[config.mk]
export PLATFORM = sky130hd
export DESIGN_NAME = vectored_interrupt_ctrl
export DESIGN_NICKNAME = d
export VERILOG_FILES = /design/src/logic/vic_pkg.sv /design/src/logic/int_arbiter.sv /design/src/logic/vectored_interrupt_ctrl.sv
export SDC_FILE = /design/constraint.sdc
export NUM_CORES = 1
export LEC_CHECK = 0
export BUFFER_PORTS_ARGS = -buffer_cell sky130_fd_sc_hd__buf_4
export CORE_MARGIN = 2
export CORE_UTILIZATION = 51
export DETAILED_ROUTE_END_ITERATION = 12
export PLACE_DENSITY = 0.75
export RECOVER_POWER = 100
export SYNTH_ARGS = -nofsm -noshare
export SYNTH_HDL_FRONTEND = slang
export SYNTH_SLANG_ARGS = --single-unit
[constraint.sdc]
create_clock -name mclk -period 2 [get_ports mclk]
set_clock_uncertainty 0.2 [all_clocks]
set_input_delay 0.4 -clock mclk [delete_from_list [all_inputs] [get_ports mclk]]
set_output_delay 0.4 -clock mclk [all_outputs]
set_load 0.005 [all_outputs]
[src/logic/vic_pkg.sv]
package vic_pkg;

  localparam int NSRC = 18;
  localparam int CCF_W = 6;

  // register map, byte-wide registers on the special-register port
  localparam logic [7:0] ADDR_ENA_A  = 8'hB0;
  localparam logic [7:0] ADDR_ENA_B  = 8'hB1;
  localparam logic [7:0] ADDR_ENA_C  = 8'hB2;
  localparam logic [7:0] ADDR_PRI_A  = 8'hB3;
  localparam logic [7:0] ADDR_PRI_B  = 8'hB4;
  localparam logic [7:0] ADDR_PRI_C  = 8'hB5;
  localparam logic [7:0] ADDR_PAGE   = 8'hB6;
  localparam logic [7:0] ADDR_SECOND = 8'hB7;
  localparam logic [7:0] ADDR_THIRD  = 8'hA7;

  localparam logic [7:0] REG_RST  = 8'h00;
  localparam logic [7:0] PAGE_RST = 8'h00;

  // field widths of the enable and priority groups
  localparam int GRP_A_W = 7;
  localparam int GRP_B_W = 8;
  localparam int GRP_C_W = 3;

  localparam logic [15:0] VEC_RESET   = 16'h0000;
  localparam logic [15:0] VEC_BASE    = 16'h0003;
  localparam logic [15:0] VEC_STEP    = 16'h0008;
  localparam logic [15:0] VEC_REGDROP = 16'h007B;
  localparam logic [15:0] VEC_PMATCH  = 16'h008B;

  // source order positions
  localparam logic [4:0] SRC_EXT0    = 5'h00;
  localparam logic [4:0] SRC_TMR0    = 5'h01;
  localparam logic [4:0] SRC_EXT1    = 5'h02;
  localparam logic [4:0] SRC_TMR1    = 5'h03;
  localparam logic [4:0] SRC_REGDROP = 5'h0F;
  localparam logic [4:0] SRC_CAN     = 5'h10;
  localparam logic [4:0] SRC_PMATCH  = 5'h11;

  typedef struct packed {
    logic             ext_in0_pending;
    logic             timer_zero_overflow;
    logic             ext_in1_pending;
    logic             timer_one_overflow;
    logic             serial_rx_flag;
    logic             serial_tx_flag;
    logic             timer_two_high_ovf;
    logic             timer_two_low_ovf;
    logic             sp_transfer_done;
    logic             sp_write_collision;
    logic             sp_mode_fault;
    logic             sp_rx_overrun;
    logic             two_wire_flag;
    logic             conv_window_flag;
    logic             conv_done_flag;
    logic             counter_array_ovf;
    logic [CCF_W-1:0] capture_compare_flag;
    logic             waveform_cycle_ovf;
    logic             cmp_a_rise_flag;
    logic             cmp_a_fall_flag;
    logic             cmp_b_rise_flag;
    logic             cmp_b_fall_flag;
    logic             timer_three_high_ovf;
    logic             timer_three_low_ovf;
    logic             line_bus_flag;
    logic             regulator_dropout;
    logic             can_pending_flag;
    logic             port_match;
  } src_flags_t;

  typedef struct packed {
    logic ext0;
    logic tmr0;
    logic ext1;
    logic tmr1;
    logic can;
  } hw_clear_t;

  typedef enum logic [1:0] {
    ST_IDLE = 2'b00,
    ST_REQ  = 2'b01,
    ST_CLR  = 2'b11
  } vic_state_t;

  function automatic logic [15:0] vector_of(input logic [4:0] idx);
    vector_of = VEC_BASE + {8'h00, idx, 3'b000};
  endfunction

endpackage

[src/logic/int_arbiter.sv]
`timescale 1ns/100ps
module int_arbiter
  import vic_pkg::*;
(
  // request set
  input  wire logic [NSRC-1:0] req,
  // winner
  output logic                 valid,
  output logic [4:0]           idx
);

  // walk downwards so the lowest position is the last to win
  always_comb begin
    valid = 1'b0;
    idx   = 5'h00;
    for (int i = NSRC - 1; i >= 0; i--) begin
      if (req[i]) begin
        valid = 1'b1;
        idx   = 5'(i);
      end
    end
  end

endmodule // int_arbiter

[src/logic/vectored_interrupt_ctrl.sv]
`timescale 1ns/100ps
// Notes on behaviour
// - each source has a fixed vector, 0x0003 plus 8 bytes per position.
// - same-level ties go to the lowest order position, 0 to 17.
// - both external input flags are cleared by hardware on vectoring.
// - serial rx or tx flag raises the request; software clears them.
// - timer two or three high/low overflow raise requests; software clears.
// - any of four serial peripheral flags raises its request.
// - counter array overflow, capture/compare or waveform overflow request.
// - comparator rise or fall flag raises that comparator's request.
// - converter window and done flags raise two separate requests.
// - network pending flag is cleared by hardware on vectoring.
// - dropout and port match request with no flag, 0x007B and 0x008B.
// - each source gated by its enable bit in three enable registers.
// - each source has one priority bit at the enable bit position.
// - three-entry page stack pushed on entry, popped on return.
// - on return the third entry moves into the second entry.
// - third-entry register writes and reads the third entry directly.
// - register accesses never push or pop the page stack.
module vectored_interrupt_ctrl
  import vic_pkg::*;
(
  // clock and reset
  input  wire logic        mclk,
  input  wire logic        nrst,
  // peripheral flags, same clock domain
  input  src_flags_t       flags,
  // special-register port from the core
  input  wire logic [7:0]  sfr_addr,
  input  wire logic        sfr_wr,
  input  wire logic        sfr_rd,
  input  wire logic [7:0]  sfr_wdata,
  output logic      [7:0]  sfr_rdata_q,
  // core vectoring handshake
  output logic             irq_req_q,
  output logic      [15:0] irq_vector_q,
  output logic             irq_high_q,
  input  wire logic        irq_ack,
  input  wire logic        irq_return,
  // hardware clear strobes and current page
  output hw_clear_t        hw_clear_q,
  output logic      [7:0]  current_page_entry_q
);

  logic [GRP_A_W-1:0] enable_reg_a_q;
  logic [GRP_B_W-1:0] enable_reg_b_q;
  logic [GRP_C_W-1:0] enable_reg_c_q;
  logic [GRP_A_W-1:0] priority_reg_a_q;
  logic [GRP_B_W-1:0] priority_reg_b_q;
  logic [GRP_C_W-1:0] priority_reg_c_q;
  logic [7:0]         page_stack_second_entry_q;
  logic [7:0]         page_stack_third_entry_q;
  logic [7:0]         page_d;
  logic [7:0]         second_d;
  logic [7:0]         third_d;
  logic               in_low_q;
  logic               in_high_q;
  logic [4:0]         sel_idx_q;
  vic_state_t         state_q;
  vic_state_t         state_d;

  // pending conditions in order position
  wire logic [NSRC-1:0] pend;
  wire logic [NSRC-1:0] en_all;
  wire logic [NSRC-1:0] pri_all;
  wire logic [NSRC-1:0] act;
  wire logic [NSRC-1:0] hi_set;
  wire logic [NSRC-1:0] lo_set;
  wire logic            hi_valid;
  wire logic            lo_valid;
  wire logic [4:0]      hi_idx;
  wire logic [4:0]      lo_idx;
  wire logic            hi_ok;
  wire logic            lo_ok;
  wire logic            cand_valid;
  wire logic [4:0]      cand_idx;
  wire logic            take;
  wire logic            wr_hit;

  assign pend[0]  = flags.ext_in0_pending;
  assign pend[1]  = flags.timer_zero_overflow;
  assign pend[2]  = flags.ext_in1_pending;
  assign pend[3]  = flags.timer_one_overflow;
  assign pend[4]  = flags.serial_rx_flag | flags.serial_tx_flag;
  assign pend[5]  = flags.timer_two_high_ovf
                  | flags.timer_two_low_ovf;
  assign pend[6]  = flags.sp_transfer_done | flags.sp_write_collision
                  | flags.sp_mode_fault | flags.sp_rx_overrun;
  assign pend[7]  = flags.two_wire_flag;
  assign pend[8]  = flags.conv_window_flag;
  assign pend[9]  = flags.conv_done_flag;
  assign pend[10] = flags.counter_array_ovf
                  | (|flags.capture_compare_flag)
                  | flags.waveform_cycle_ovf;
  assign pend[11] = flags.cmp_a_rise_flag | flags.cmp_a_fall_flag;
  assign pend[12] = flags.cmp_b_rise_flag | flags.cmp_b_fall_flag;
  assign pend[13] = flags.timer_three_high_ovf
                  | flags.timer_three_low_ovf;
  assign pend[14] = flags.line_bus_flag;
  // no flag behind dropout (15) and port match (17): the request is the source level itself
  assign pend[15] = flags.regulator_dropout;
  assign pend[16] = flags.can_pending_flag;
  assign pend[17] = flags.port_match;

  assign en_all  = {enable_reg_c_q, enable_reg_b_q,
                    enable_reg_a_q};
  assign pri_all = {priority_reg_c_q, priority_reg_b_q,
                    priority_reg_a_q};
  assign act     = pend & en_all;
  assign hi_set  = act & pri_all;
  assign lo_set  = act & ~pri_all;

  int_arbiter u_hi_arb (
    .req   (hi_set),
    .valid (hi_valid),
    .idx   (hi_idx)
  );

  int_arbiter u_lo_arb (
    .req   (lo_set),
    .valid (lo_valid),
    .idx   (lo_idx)
  );

  // a high request may interrupt a low handler, never the reverse
  assign hi_ok      = hi_valid & ~in_high_q;
  assign lo_ok      = lo_valid & ~in_high_q & ~in_low_q;
  assign cand_valid = hi_ok | lo_ok;
  assign cand_idx   = hi_ok ? hi_idx : lo_idx;
  assign take       = irq_req_q & irq_ack;
  assign wr_hit     = sfr_wr & ~take & ~irq_return;

  // sequencer: the clear state gives the flag one cycle to fall
  always_comb begin
    state_d = state_q;
    case (state_q)
      ST_IDLE: if (cand_valid) state_d = ST_REQ;
      ST_REQ: begin
        if (take) begin
          state_d = ST_CLR;
        end else if (!cand_valid) begin
          state_d = ST_IDLE;
        end
      end
      ST_CLR:  state_d = ST_IDLE;
      default: state_d = ST_IDLE;
    endcase
  end

  always_ff @(posedge mclk or negedge nrst) begin
    if (!nrst) begin
      state_q      <= ST_IDLE;
      irq_req_q    <= 1'b0;
      irq_vector_q <= VEC_RESET;
      irq_high_q   <= 1'b0;
      sel_idx_q    <= 5'h00;
    end else begin
      state_q   <= state_d;
      irq_req_q <= (state_d == ST_REQ);
      // vector follows the winner until the core takes it
      if (state_d == ST_REQ) begin
        irq_vector_q <= vector_of(cand_idx);
        irq_high_q   <= hi_ok;
        sel_idx_q    <= cand_idx;
      end
    end
  end

  // in-service levels, a return retires the higher one first
  always_ff @(posedge mclk or negedge nrst) begin
    if (!nrst) begin
      in_low_q  <= 1'b0;
      in_high_q <= 1'b0;
    end else if (take) begin
      if (irq_high_q) begin
        in_high_q <= 1'b1;
      end else begin
        in_low_q <= 1'b1;
      end
    end else if (irq_return) begin
      if (in_high_q) begin
        in_high_q <= 1'b0;
      end else begin
        in_low_q <= 1'b0;
      end
    end
  end

  // one-cycle clear strobes for the flags that hardware clears
  always_ff @(posedge mclk or negedge nrst) begin
    if (!nrst) begin
      hw_clear_q <= '0;
    end else begin
      hw_clear_q.ext0 <= take & (sel_idx_q == SRC_EXT0);
      hw_clear_q.ext1 <= take & (sel_idx_q == SRC_EXT1);
      hw_clear_q.tmr0 <= take & (sel_idx_q == SRC_TMR0);
      hw_clear_q.tmr1 <= take & (sel_idx_q == SRC_TMR1);
      hw_clear_q.can  <= take & (sel_idx_q == SRC_CAN);
    end
  end

  // page stack; a shift wins over a register write in the same cycle
  always_comb begin
    page_d   = current_page_entry_q;
    second_d = page_stack_second_entry_q;
    third_d  = page_stack_third_entry_q;
    if (take) begin
      second_d = current_page_entry_q;
      third_d  = page_stack_second_entry_q;
    end else if (irq_return) begin
      page_d   = page_stack_second_entry_q;
      second_d = page_stack_third_entry_q;
    end else if (wr_hit) begin
      if (sfr_addr == ADDR_PAGE) page_d = sfr_wdata;
      if (sfr_addr == ADDR_SECOND) second_d = sfr_wdata;
      if (sfr_addr == ADDR_THIRD) third_d = sfr_wdata;
    end
  end

  always_ff @(posedge mclk or negedge nrst) begin
    if (!nrst) begin
      current_page_entry_q      <= PAGE_RST;
      page_stack_second_entry_q <= PAGE_RST;
      page_stack_third_entry_q  <= PAGE_RST;
    end else begin
      current_page_entry_q      <= page_d;
      page_stack_second_entry_q <= second_d;
      page_stack_third_entry_q  <= third_d;
    end
  end

  // enable and priority registers, writable at any time
  always_ff @(posedge mclk or negedge nrst) begin
    if (!nrst) begin
      enable_reg_a_q   <= REG_RST[GRP_A_W-1:0];
      enable_reg_b_q   <= REG_RST[GRP_B_W-1:0];
      enable_reg_c_q   <= REG_RST[GRP_C_W-1:0];
      priority_reg_a_q <= REG_RST[GRP_A_W-1:0];
      priority_reg_b_q <= REG_RST[GRP_B_W-1:0];
      priority_reg_c_q <= REG_RST[GRP_C_W-1:0];
    end else if (sfr_wr) begin
      case (sfr_addr)
        ADDR_ENA_A: enable_reg_a_q   <= sfr_wdata[GRP_A_W-1:0];
        ADDR_ENA_B: enable_reg_b_q   <= sfr_wdata[GRP_B_W-1:0];
        ADDR_ENA_C: enable_reg_c_q   <= sfr_wdata[GRP_C_W-1:0];
        ADDR_PRI_A: priority_reg_a_q <= sfr_wdata[GRP_A_W-1:0];
        ADDR_PRI_B: priority_reg_b_q <= sfr_wdata[GRP_B_W-1:0];
        ADDR_PRI_C: priority_reg_c_q <= sfr_wdata[GRP_C_W-1:0];
        default: ;
      endcase
    end
  end

  // read mux; unused bits and unmapped addresses read zero
  wire logic [7:0] rd_mux =
    (sfr_addr == ADDR_ENA_A)  ? {1'b0, enable_reg_a_q} :
    (sfr_addr == ADDR_ENA_B)  ? enable_reg_b_q :
    (sfr_addr == ADDR_ENA_C)  ? {5'h00, enable_reg_c_q} :
    (sfr_addr == ADDR_PRI_A)  ? {1'b0, priority_reg_a_q} :
    (sfr_addr == ADDR_PRI_B)  ? priority_reg_b_q :
    (sfr_addr == ADDR_PRI_C)  ? {5'h00, priority_reg_c_q} :
    (sfr_addr == ADDR_PAGE)   ? current_page_entry_q :
    (sfr_addr == ADDR_SECOND) ? page_stack_second_entry_q :
    (sfr_addr == ADDR_THIRD)  ? page_stack_third_entry_q :
                                8'h00;

  always_ff @(posedge mclk or negedge nrst) begin
    if (!nrst) begin
      sfr_rdata_q <= 8'h00;
    end else if (sfr_rd) begin
      sfr_rdata_q <= rd_mux;
    end
  end

  // helper state read only by the checks below
  logic [NSRC-1:0] win_set_q;
  logic [NSRC-1:0] act_q;
  logic [NSRC-1:0] pri_q;
  // sampled alongside the winner so the index lines up with its cycle
  always_ff @(posedge mclk or negedge nrst) begin
    if (!nrst) begin
      win_set_q <= '0;
      act_q     <= '0;
      pri_q     <= '0;
    end else begin
      win_set_q <= hi_ok ? hi_set : lo_set;
      act_q     <= act;
      pri_q     <= pri_all;
    end
  end

  function automatic logic [NSRC-1:0] below(input logic [4:0] idx);
    below = NSRC'((32'h1 << idx) - 32'h1);
  endfunction

  a_vec_spacing: assert property (
    @(posedge mclk) disable iff (!nrst)
    irq_req_q |-> irq_vector_q == VEC_BASE + 16'(sel_idx_q) * VEC_STEP)
    else $error("vector not at base plus eight per position");

  a_vec_flagless: assert property (
    @(posedge mclk) disable iff (!nrst)
    (irq_req_q && sel_idx_q == SRC_PMATCH |-> irq_vector_q == VEC_PMATCH)
    and (irq_req_q && sel_idx_q == SRC_REGDROP
         |-> irq_vector_q == VEC_REGDROP))
    else $error("flagless source vector wrong");

  a_fixed_order: assert property (
    @(posedge mclk) disable iff (!nrst)
    irq_req_q |-> (win_set_q & below(sel_idx_q)) == '0)
    else $error("lower position lost arbitration");

  a_enable_gate: assert property (
    @(posedge mclk) disable iff (!nrst)
    irq_req_q |-> act_q[sel_idx_q])
    else $error("request without pending and enable");

  a_level_match: assert property (
    @(posedge mclk) disable iff (!nrst)
    irq_req_q |-> irq_high_q == pri_q[sel_idx_q])
    else $error("request level differs from priority bit");

  a_preempt_low: assert property (
    @(posedge mclk) disable iff (!nrst)
    state_q == ST_IDLE && in_low_q && !in_high_q && hi_valid
    |=> irq_req_q && irq_high_q)
    else $error("high request did not preempt low handler");

  a_clear_ext: assert property (
    @(posedge mclk) disable iff (!nrst)
    take && (sel_idx_q == SRC_EXT0 || sel_idx_q == SRC_EXT1)
    |=> (hw_clear_q.ext0 | hw_clear_q.ext1)
    ##1 (!hw_clear_q.ext0 && !hw_clear_q.ext1))
    else $error("external input flag not cleared once");

  a_clear_timer: assert property (
    @(posedge mclk) disable iff (!nrst)
    take && sel_idx_q == SRC_TMR1 |=> hw_clear_q.tmr1 && !hw_clear_q.tmr0)
    else $error("timer flag clear strobe wrong");

  a_clear_can: assert property (
    @(posedge mclk) disable iff (!nrst)
    hw_clear_q.can |-> $past(take) && $past(sel_idx_q) == SRC_CAN)
    else $error("network clear without vectoring");

  a_stack_push: assert property (
    @(posedge mclk) disable iff (!nrst)
    take |=> page_stack_second_entry_q == $past(current_page_entry_q)
    && page_stack_third_entry_q == $past(page_stack_second_entry_q))
    else $error("page stack push wrong");

  a_stack_pop: assert property (
    @(posedge mclk) disable iff (!nrst)
    irq_return && !take
    |=> current_page_entry_q == $past(page_stack_second_entry_q)
    && page_stack_second_entry_q == $past(page_stack_third_entry_q)
    && $stable(page_stack_third_entry_q))
    else $error("page stack pop wrong");

  a_third_write: assert property (
    @(posedge mclk) disable iff (!nrst)
    wr_hit && sfr_addr == ADDR_THIRD
    |=> page_stack_third_entry_q == $past(sfr_wdata)
    && $stable(current_page_entry_q)
    && $stable(page_stack_second_entry_q))
    else $error("third entry write shifted the stack");

endmodule // vectored_interrupt_ctrl

; ---- Word level (Yosys, flattened, before mapping)
; Index checks and enable logic that the tools add are counted.
[totals]
regBits = 100
in_bits = 55
out_inout_bits = 39
elab_cells = 197
[classes]
n_addsub = 1
n_eq_ne = 19
muxes = 104
bitwise = 30
reduce_logical = 21
[op_table]
columns = op, count
row1 = $mux W5, 37
row2 = $mux W8, 20
row3 = $eq A8 B8 Y1 const B, 9
row4 = $and A18 B18 Y18, 3
row5 = $mux W1, 43
row6 = $not A18 Y18, 1
row7 = $reduce_and A2 Y1, 8
row8 = $and A1 B1 Y1, 11
row9 = $or A1 B1 Y1, 11
row10 = $eq A5 B2 Y1 const B, 2
row11 = $reduce_bool A2 Y1, 5
row12 = $add A2 B8 Y9 const A, 1
row13 = $reduce_and A3 Y1, 3
row14 = $mux W2, 3
row15 = $reduce_bool A3 Y1, 2
row16 = $reduce_or A6 Y1, 1
row17 = $eq A5 B1 Y1 const B, 1
row18 = $eq A5 B5 Y1 const B, 1
row19 = $logic_not A5 Y1, 1
row20 = $eq A2 B1 Y1 const B, 2
row21 = $ne A2 B1 Y1 const B, 2
row22 = $ne A2 B2 Y1 const B, 2
row23 = $not A1 Y1, 4
row24 = $pmux W2 S2, 1
row25 = $logic_not A2 Y1, 1

; ---- Logic depth before layout (Yosys ltp)
; Gate-level depths: netlist of the first run.
[depth]
ltp_word = 30
depth_mapped = 9

; ---- Cells and area by module
; A second synthesis of the first run with hierarchy kept.
[unflattened]
cells_unflattened = 573
hier_area_um2 = 5163.7
[modules_own_cells]
columns = mod, instances, cells_per_inst, area_per_inst_um2
row1 = vectored_interrupt_ctrl, 1, 505, 4693.3
row2 = int_arbiter, 2, 34, 235.2

; ---- Worst setup path before layout of the first run
; No wires, ideal clock.
[synth_path]
path_type = input-to-reg
startpoint = input flags[12] (netlist name)
endpoint = register sel_idx_q[4]
arrival_time_ps = 1856
setup_slack_ps = -183
cell_stages = 6
path_cell_list = nor4_4 > a21oi_2 > nor4_4 > a2111oi_4 > nor2_2 > mux2_1
[synth_between]
elab_chain_cells = 23
word_cells_on_any_way = 60
cone_classes = 1 x eq/ne / 49 x mux / 9 x bitwise / 1 x reduce/logical
[synth_rtl]
columns = element, line_no
row1 = start: declaration, vectored_interrupt_ctrl.sv:27  ; input src_flags_t flags,
row2 = $reduce_or A6 Y1 (*), vectored_interrupt_ctrl.sv:93  ; | (|flags.capture_compare_flag)
row3 = $or A1 B1 Y1 (*), vectored_interrupt_ctrl.sv:93
row4 = $or A1 B1 Y1 (*), vectored_interrupt_ctrl.sv:94  ; | flags.waveform_cycle_ovf;
row5 = $and A18 B18 Y18 (*), vectored_interrupt_ctrl.sv:109  ; assign act = pend & en_all;
row6 = $and A18 B18 Y18, vectored_interrupt_ctrl.sv:111  ; assign lo_set = act & ~pri_all;
row7 = $mux W1 (11 in a row), int_arbiter.sv:17  ; if (req[i]) begin
row8 = $and A1 B1 Y1 (2 in a row), vectored_interrupt_ctrl.sv:127  ; assign lo_ok = lo_valid & ~in_high_q & ~in_low_q;
row9 = $or A1 B1 Y1, vectored_interrupt_ctrl.sv:128  ; assign cand_valid = hi_ok | lo_ok;
row10 = $mux W2, vectored_interrupt_ctrl.sv:141  ; end else if (!cand_valid) begin
row11 = $mux W2, vectored_interrupt_ctrl.sv:139  ; if (take) begin
row12 = $pmux W2 S2, vectored_interrupt_ctrl.sv:136  ; case (state_q)
row13 = $eq A2 B1 Y1, vectored_interrupt_ctrl.sv:161  ; if (state_d == ST_REQ) begin
row14 = end signal: assignment, vectored_interrupt_ctrl.sv:164  ; sel_idx_q <= cand_idx;
row15 = end: declaration, vectored_interrupt_ctrl.sv:58  ; logic [4:0] sel_idx_q;
; Mark *: on every way between the ends. The rest lies on a longest branch, timed or not.
; A chain may end at the register's enable or synchronous reset.

; ---- Final worst setup path of the first run
[layout_path]
startpoint = register enable_reg_a_q[0]
endpoint = register sel_idx_q[3]
[layout_between]
elab_chain_cells = 10
word_cells_on_any_way = 17
cone_classes = 1 x eq/ne / 9 x mux / 7 x bitwise
[layout_rtl]
columns = element, line_no
row1 = start: declaration, vectored_interrupt_ctrl.sv:45  ; logic [GRP_A_W-1:0] enable_reg_a_q;
row2 = start signal: assignment, vectored_interrupt_ctrl.sv:235  ; enable_reg_a_q <= REG_RST[GRP_A_W-1:0];
row3 = start signal: assignment, vectored_interrupt_ctrl.sv:243  ; ADDR_ENA_A: enable_reg_a_q <= sfr_wdata[GRP_A_W-1:0];
row4 = $and A18 B18 Y18 (*), vectored_interrupt_ctrl.sv:109
row5 = $and A18 B18 Y18, vectored_interrupt_ctrl.sv:111
row6 = $mux W1, int_arbiter.sv:17
row7 = $and A1 B1 Y1 (2 in a row), vectored_interrupt_ctrl.sv:127
row8 = $or A1 B1 Y1, vectored_interrupt_ctrl.sv:128
row9 = $mux W2, vectored_interrupt_ctrl.sv:141
row10 = $mux W2, vectored_interrupt_ctrl.sv:139
row11 = $pmux W2 S2, vectored_interrupt_ctrl.sv:136
row12 = $eq A2 B1 Y1, vectored_interrupt_ctrl.sv:161
; Marked as above.

==> results of run 1 <==
==> cell families after synthesis <==
group,count (synthesis)
other cells,1
flops,85
buf+inv,41
mux,59
compound gates,158
simple gates,170
==> worst paths after layout <==
| check | from | end | cells after the start |
|---|---|---|---|
| max | enable_reg_a_q[0] | sel_idx_q[3] | 8 |
| min | sfr_wdata[7] | priority_reg_b_q[7] | 2 |
| max reg2reg | enable_reg_a_q[0] | sel_idx_q[3] | 8 |
| min reg2reg | state_q[1] | state_q[0] | 1 |
| max in group asynchronous | nrst | enable_reg_b_q[5] | 3 |
| min in group asynchronous | nrst | hw_clear_q[2] | 3 |
==> layer usage <==
layer | wire length, microns | up-vias | global-route usage [%]
li1 | - | 2328 | -
met1 | 6940 | 2489 | 39.3
met2 | 8150 | 226 | 51.1
met3 | 1260 | 55 | 5.80
met4 | 700 | 0 | 14.5
met5 | 0 | - | 0
==> state kept, by name (all words and copies together), names as in the netlist, 5 cells and up <==
register,count
priority_reg_a_q,7
enable_reg_a_q,7
hw_clear_q,5
page_stack_third_entry_q,8
sfr_rdata_q,8
priority_reg_b_q,8
sel_idx_q,5
page_stack_second_entry_q,8
current_page_entry_q,8
enable_reg_b_q,8
==> cell usage after synthesis (all sizes together), types with 9 or more instances <==
library cell and number:
a21oi 37, a22o 12, and3 10, buf 21, dfrtp 85, inv 12
mux2 44, mux2i 13, nand2 43, nand2b 12, nand3 15, nand3b 9
nor2 31, nor2b 13, o21ai 41
==> stage by stage <==
stage	worst slack [ps]	hold WS (ps)	power, mW	TNS (ps)	util (%)
global route	-424	104	6.29	-6410	73.3
finish	-312	117	6.00	-2090	73.3
global placement	-318	249	4.31	-14070	68.8
detailed placement	-388	260	4.38	-16090	68.8
CTS	-164	96.3	5.85	-797	72.6
floorplan	-150	-95.6	3.47	-2710	-
==> cells in the final DEF (no fill, tap or decap), drive strengths merged, types with 15 or more instances in the layout <==
cell    instances
buf           177
nor2           31
a21oi          37
nand3          15
dfrtp          85
nand2          43
o21ai          41
clkbuf         49
mux2           44
==> critical path, delay by kind of cell, from the launching register on <==
family	cells	cell delay [ps]
simple gates	4	1050
flops	1	400
buf+inv	2	230
mux	1	240
compound gates	1	130
==> repair_timing <==
item | 4_1_cts | 5_1_grt
endpoints found under the hold margin | 85 | 0
hold buffers | 1 | 0
resized for setup | 13 | 17
setup endpoints to repair | 9 | 16
pin swaps | 10 | 9
buffers inserted | 13 | 8
==> power by group <==
| part | total, mW | switching [mW] | internal, mW | leakage, nW |
|---|---|---|---|---|
| Sequential | 2.51 | 0.428 | 2.08 | 1.09 |
| Clock | 1.38 | 0.671 | 0.710 | 0.104 |
| Combinational | 2.11 | 0.978 | 1.13 | 2.20 |
| Total | 6.00 | 2.08 | 3.92 | 3.40 |
==> layout make-up <==
| class | count | area share [%] |
|---|---|---|
| multi-input combinational | 396 | 41.6 |
| sequential | 85 | 29.6 |
| timing repair buffer | 216 | 22.9 |
| tap | 133 | 2.31 |
| clock buffer | 11 | 1.82 |
| clock inverter | 5 | 1.18 |
| inverter | 12 | 0.626 |
==> metrics, run 1 <==
clock sinks 85; row count 36; max incr delay on CP 400 ps; worst skew pair latency 380 ps; register area share after synthesis 41.1%; hold crit path type primary input to flip-flop; crit end category flip-flop; Congestion Overflow GR 0; area taken by flip-flops and latches 2130 sq um; first-pass GRT wire length 26,400 microns; Slew Limit Fails 0; Synth top area share 41.1%; final worst path period share 116%; Seq cells post-synth 85; Setup WS post-layout -312 ps; CTS max path bufs 2; Synth Area in XOR/XNOR 0%; Die Ht 105 microns; Post-Synth Simple-Gate Area 19.8%; Initial Util 52.7%; # DRC 0; PwrDens 833 nW/um^2; GRT Util Overall 30.9%; unrepaired setup endpoints after global routing true; Iteration-0 DRC Markers 363; synthesized area 5170 sq um; WL/cell 19.9 microns; Critical Path AT 2420 ps; total CTS buffers 9; gp weighted congestion 0.928; Ports 94; Worst-path clk slew 90 ps; dpl hpwl 12,600 microns; Fin. Hold Viols 0; via count 5,098; Post-Synth Adder-Cell Area 0%; r2r setup slk -310 ps; Slowest-stage cell, CP dfrtp_1; CTS tree done; worst path required time 2110 ps; post-synthesis compound-gate area fraction 21.8%; number of flops mapped to enable cells by yosys 0; Worst setup SP type flip-flop; Pleak 3.40 nW; synth warn 0; Core Region 9820 sq um; CTS Root Cell clkbuf_8; fraction of layout cells with a size suffix above 1 44.7%; peak supply drop 575 uV; mux cell area share after synthesis 13.0%; Placed Cells 821; Die X-Extent 105 microns; critical path type flip-flop to flip-flop; largest cells by area after synthesis dfrtp_1 (41%), mux2_2 (9.1%), a21oi_1 (3.4%); Critical Path Fanout Max 3; status complete, but fails checks; H-Tree Depth 3; Max Cap Viol 0; vias in the first global route 5,056; worst-path cell chain and3_4 > and4b_1 > buf_4 > buf_4 > and3_1 > nor3b_1 > mux2_4 > o22a_1; Die Area 11,000 sq um; Layout fillers 713; synth unique cells 76; Mapped Cells 514; Max-slew headroom 27.7%; cell taking the most area after synthesis dfrtp_1; fmax 0.433 GHz; placed cell area 6760 sq um; final worst path period need 2310 ps; Layout Cells excl Fill 858; P&R area growth vs syn 39.3%; number of port buffers 84; Layout Nets 775; async set or reset register ratio after synthesis 100%; cell mode on critical path buf_4; Detailed Routing Iterations Pass 1 5; Via density 5.94; largest net degree at the start of global routing 86; final setup violation count 21; initial antenna violation count 0; largest family of logic cells by synthesized area compound AO/OA/AOI/OAI gates; Inserted Diodes 0; area occupied by multi-input gates 3000 sq um; Most used DFF post-synth dfrtp_1; failing checks negative setup slack; antenna viol nets, final 0; post-detailed-routing wire length 17,100 microns; Avg Inst Size Synth 10.1 sq um; Final Instance Area 7200 sq um; worst slew pin tran 1090 ps
Note: power is estimated with default switching activity, not from simulation.
==> inputs of run 2 (changes only) <==
==> constraint.sdc (replaced) <==
create_clock -name mclk -period 2 [get_ports mclk]
set_clock_uncertainty 0.2 [all_clocks]
set_input_delay 0.2 -clock mclk [delete_from_list [all_inputs] [get_ports mclk]]
set_output_delay 0.2 -clock mclk [all_outputs]
set_load 0.005 [all_outputs]
==> metrics, run 2 (synthesized netlist as in run 1, its figures left out) <==
Critical Path Fanout Max 2 (-1); M2 GR Usage 52.1% (+1.1 points); status complete, but fails checks; critical path type flip-flop to flip-flop; final worst path period need 2360 ps (+46.7 ps); # DRC 0 (unchanged); via count 5,138 (+0.78%); largest net degree at the start of global routing 44 (-49%); Register-to-Register Path Depth 7 (-1); Setup WS post-layout -358 ps (-46.7 ps); Die Area 11,000 sq um (unchanged); Layout Nets 769 (-0.77%); antenna viol nets, final 0 (unchanged); total CTS buffers 9 (unchanged); P&R area growth vs syn 37.0%; Initial Util 52.7% (unchanged); Ports 94 (unchanged); Worst Setup EP sel_idx_q[2]; Pleak 3.34 nW (-1.9%); CTS tree done; WL/cell 20.4 microns (+2.8%); fraction of layout cells with a size suffix above 1 40.5% (-4.2 points); Congestion Overflow GR 0 (unchanged); row count 36 (unchanged); Placed Cells 811 (-1.2%); worst slew pin tran 1260 ps (+177 ps); Fin. Hold Viols 0 (unchanged); post-detailed-routing wire length 17,400 microns (+2.1%); failing checks negative setup slack; Critical Path AT 2430 ps (about the same); final setup violation count 14 (-33%); Setup TNS -1550 ps (+541 ps); dpl hpwl 13,100 microns (+4.2%); crit path from enable_reg_b_q[4]; Worst setup SP type flip-flop; global-route layer with the greatest usage met2; max incr delay on CP 460 ps (+60 ps); met3 Track Usage GR 4.74% (-1.1 points); CTS max path bufs 2 (unchanged); Core Region 9820 sq um (unchanged); worst skew pair latency 380 ps (about the same); total power 6.17 mW (+2.8%); CTS Root Cell clkbuf_8; number of port buffers 84 (unchanged); launching point of the worst reg2reg path enable_reg_b_q[4]; crit end category flip-flop; commonest non-fill, non-tap cells in the layout buf_4 (151), dfrtp_1 (85), nand2_1 (42), mux2_2 (42); Max-slew headroom 15.9% (-12 points); Final Util 72.1% (-1.2 points); PwrDens 871 nW/um^2 (+4.5%); Slew Limit Fails 0 (unchanged); clock sinks 85 (unchanged); Via density 6.03 (+1.5%); Die Ht 105 microns (unchanged); fmax 0.424 GHz (-2.0%); Inserted Diodes 0 (unchanged); r2r setup slk -360 ps (-50 ps); Layout Cells excl Fill 852 (-0.70%); most common cell after layout, fill and taps aside buf_4; Max Cap Viol 0 (unchanged); Worst Hold Margin 30.0 ps (-86.6 ps); peak supply drop 565 uV (-1.7%); r2r endpoint sel_idx_q[2]; unrepaired setup endpoints after global routing true; Detailed Routing Iterations Pass 1 5 (unchanged); worst hold start sfr_addr[0]; final worst path period share 118% (+2.3 points); Die X-Extent 105 microns (unchanged); Slowest-stage cell, CP o311ai_0; GRT Util Overall 32.1% (+1.1 points); initial antenna violation count 0 (unchanged); vias in the first global route 4,998 (-1.1%); hold crit path type primary input to flip-flop; first-pass GRT wire length 27,000 microns (+2.2%); Iteration-0 DRC Markers 406 (+12%); worst-path cell chain buf_6 > o211ai_1 > nand3_1 > o311ai_0 > a221oi_1 > o21bai_1 > a221oi_2; worst path required time 2070 ps (-40 ps); Worst-path clk slew 80 ps (about the same); GRT met1 Usage 44.2% (+5.0 points); gp weighted congestion 0.997 (+7.4%); H-Tree Depth 3 (unchanged)
==> run 2: changes by cell type in the layout (fill, tap and decap cells not counted), sizes merged <==
| cell | change |
|---|---|
| buf | -24 |
| dlygate4sd3 | +9 |
| clkbuf | +8 |
| bufinv | +3 |
| clkinv | -1 |
| clkinvlp | -1 |
==> run 2: worst min path at each step <==
| stage | end | slack, ps | cells after the start |
|---|---|---|---|
| 3_3_place_gp | hw_clear_q[4] | -80 | 1 |
| 3_5_place_dp | hw_clear_q[0] | -80 | 1 |
| 6_report | sfr_rdata_q[7] | 30 | 3 |
| 2_1_floorplan | current_page_entry_q[0] | -300 | 0 |
| 4_1_cts | sfr_rdata_q[7] | 20 | 3 |
| 5_1_grt | sfr_rdata_q[7] | 50 | 3 |
==> run 2: routing by layer <==
layer  vias to the layer above  part of all wire (%)
met3                        50                   7.6
met5                         -                     0
met1                      2513                    41
li1                       2309                     -
met4                         0                   3.2
met2                       266                    48
==> run 2: area by class of cell <==
| class | count | area (sq um) |
|---|---|---|
| flip-flops and latches | 85 | 2130 |
| clock inverters | 6 | 159 |
| well taps | 133 | 166 |
| multi-input cells | 396 | 2880 |
| fillers | 765 | 2740 |
| clock buffers | 10 | 128 |
| inverters | 12 | 45.0 |
| repair buffers | 210 | 1570 |
==> run 2: per-stage QoR <==
step                cell area [sq um]  setup slack [ps]
global placement                 6600              -156
CTS                              7060              -156
detailed placement               6600              -203
finish                           7080              -358
global route                     7080              -591
floorplan                        5200              -118
==> run 2: what timing repair did <==
item,in CTS,in global routing
buffers inserted,9,7
cloned,0,0
endpoints found under the setup margin,9,12
hold buffers,10,0
endpoints found under the hold margin,129,0
gates resized for setup,5,13
pin swaps,12,10
==> run 2: where the power goes <==
part / total, mW / switching, mW / internal, mW
Combinational: 1.92 / 0.919 / 1.01
Clock: 1.75 / 0.662 / 1.08
Sequential: 2.50 / 0.413 / 2.08
==> run 2: critical path: cells and delay by family (launching register included) <==
| kind | cells | cell delay (ps) |
|---|---|---|
| AOI/OAI and AO/OA | 5 | 1340 |
| buffers and inverters | 1 | 130 |
| and+or+nand+nor | 1 | 170 |
| DFF | 1 | 410 |
==> inputs of run 3 (changes only) <==
--- a/config.mk
+++ b/config.mk
@@ -10,7 +10,7 @@
 export CORE_UTILIZATION = 51
 export DETAILED_ROUTE_END_ITERATION = 12
 export PLACE_DENSITY = 0.75
-export RECOVER_POWER = 100
+export RECOVER_POWER = 25
 export SYNTH_ARGS = -nofsm -noshare
 export SYNTH_HDL_FRONTEND = slang
 export SYNTH_SLANG_ARGS = --single-unit
==> metrics, run 3 (synthesized netlist as in run 1, its figures left out) <==
Fin. Hold Viols 0 (unchanged); H-Tree Depth 3 (unchanged); pre-CTS setup slack -203 ps (unchanged); Setup WS post-layout -384 ps (-25.6 ps); total power 6.21 mW (+0.75%); gp weighted congestion 0.997 (unchanged); vias in the first global route 4,998 (unchanged); Die X-Extent 105 microns (unchanged); placed cell area 6600 sq um (unchanged); Via density 6.04 (+0.16%); Iteration-0 DRC Markers 432 (+6.4%); combinational group share of total power 31.6% (+0.4 points); largest net degree at the start of global routing 44 (unchanged); Max Cap Viol 0 (unchanged); commonest non-fill, non-tap cells in the layout buf_4 (197), dfrtp_1 (85), mux2_2 (42), nand2_1 (40); CTS Root Cell clkbuf_8; critical path type flip-flop to flip-flop; status complete, but fails checks; Layout Nets 769 (unchanged); via count 5,146 (+0.16%); sw frac 32.3% (about the same); Max-slew headroom 14.8% (-1.1 points); fraction of layout cells with a size suffix above 1 42.0% (+1.5 points); initial antenna violation count 0 (unchanged); Congestion Overflow GR 0 (unchanged); worst slew pin tran 1280 ps (+16.2 ps); worst path required time 2030 ps (-40 ps); sequential share of power 40.2% (-0.3 points); number of port buffers 84 (unchanged); antenna viol nets, final 0 (unchanged); # DRC 0 (unchanged); final worst path period share 119% (+1.3 points); Ports 94 (unchanged); unrepaired setup endpoints after global routing true; Pleak 3.39 nW (+1.6%); Slew Limit Fails 0 (unchanged); most common cell after layout, fill and taps aside buf_4; WL/cell 20.5 microns (+0.13%); Final Instance Area 7160 sq um (+1.1%); Layout fillers 744 (-2.7%); Worst setup SP type flip-flop; clock sinks 85 (unchanged); dpl hpwl 13,100 microns (unchanged); GRT Util Overall 32.1% (unchanged); Worst-path clk slew 90 ps (about the same); Initial Util 52.7% (unchanged); Die Area 11,000 sq um (unchanged); PwrDens 868 nW/um^2 (-0.36%); row count 36 (unchanged); first-pass GRT wire length 27,000 microns (unchanged); peak supply drop 560 uV (-0.97%); hold crit path type primary input to flip-flop; Die Ht 105 microns (unchanged); total CTS buffers 9 (unchanged); Critical Path AT 2410 ps (-20 ps); fmax 0.419 GHz (-1.1%); final worst path period need 2380 ps (+25.6 ps); failing checks negative setup slack; final setup violation count 7 (-7); P_sw 2.01 mW (+0.75%); worst skew pair latency 380 ps (about the same); Detailed Routing Iterations Pass 1 7 (+2); CTS tree done; Critical Path Fanout Max 3 (+1); crit end category flip-flop; CTS max path bufs 2 (unchanged); P&R area growth vs syn 38.5%; clock share of power 28.2% (about the same); Pint 4.20 mW (+0.75%); Inserted Diodes 0 (unchanged); Core Region 9820 sq um (unchanged); post-detailed-routing wire length 17,400 microns (+0.13%)
run 3: critical path: stages (launching register included):
cell and delay [ps]:
dfrtp_1 420, nand2_1 70, a21oi_1 360, o311ai_0 250, a221oi_1 590, o21bai_1 240, a221oi_2 90
run 3: what timing repair did:
action,CTS,global route
setup buffers,9,7
endpoints found under the setup margin,9,12
gates resized for setup,5,13
hold buffers,10,0
hold endpoints to repair,129,0
pin swaps,12,10
run 3: power by group through the flow:
stage	logic, mW	registers (mW)	clock network (mW)
2_1_floorplan	1.03	2.40	0
3_3_place_gp	1.75	2.48	0
3_5_place_dp	1.81	2.51	0
4_1_cts	1.86	2.48	1.75
5_1_grt	2.14	2.54	1.82
6_report	1.96	2.50	1.75
run 3: path summary, 6_finish.rpt:
| kind | startpoint | end | slack (ps) | cells after the start |
|---|---|---|---|---|
| worst max-delay path | enable_reg_b_q[3] | sel_idx_q[2] | -380 | 6 |
| worst min-delay path | sfr_addr[0] | sfr_rdata_q[7] | 30 | 3 |
| worst max register to register | enable_reg_b_q[3] | sel_idx_q[2] | -380 | 6 |
| worst min register to register | state_q[1] | state_q[0] | 270 | 1 |
| max in group asynchronous | nrst | current_page_entry_q[5] | 90 | 3 |
| min in group asynchronous | nrst | sel_idx_q[1] | 410 | 2 |
run 3: layout make-up:
| cell class | count | area [sq um] | area share [%] |
|---|---|---|---|
| flip-flops and latches | 85 | 2130 | 29.7 |
| well taps | 133 | 166 | 2.32 |
| multi-input cells | 396 | 2930 | 40.9 |
| clock inverters | 6 | 159 | 2.22 |
| clock buffers | 10 | 128 | 1.78 |
| repair buffers | 210 | 1610 | 22.5 |
| inverters | 12 | 45.0 | 0.629 |
run 3: stage by stage:
stage | setup TNS [ps] | utilization, % | cells | hold slack, ps
6_report | -1300 | 72.9 | 852 | 32.9
2_1_floorplan | -302 | - | 522 | -296
3_5_place_dp | -4680 | 67.2 | 811 | -84.9
4_1_cts | -888 | 71.9 | 845 | 20.2
5_1_grt | -7520 | 72.9 | 852 | 47.7
3_3_place_gp | -2790 | 67.2 | 811 | -84.3
run 3: routing by layer:
metal / track usage (%) / part of all wire [%] / wire (microns)
met5: 0 / 0 / 0
met4: 10.4 / 3.0 / 522
met3: 4.74 / 8.4 / 1470
met2: 52.1 / 48 / 8330
met1: 44.2 / 41 / 7120
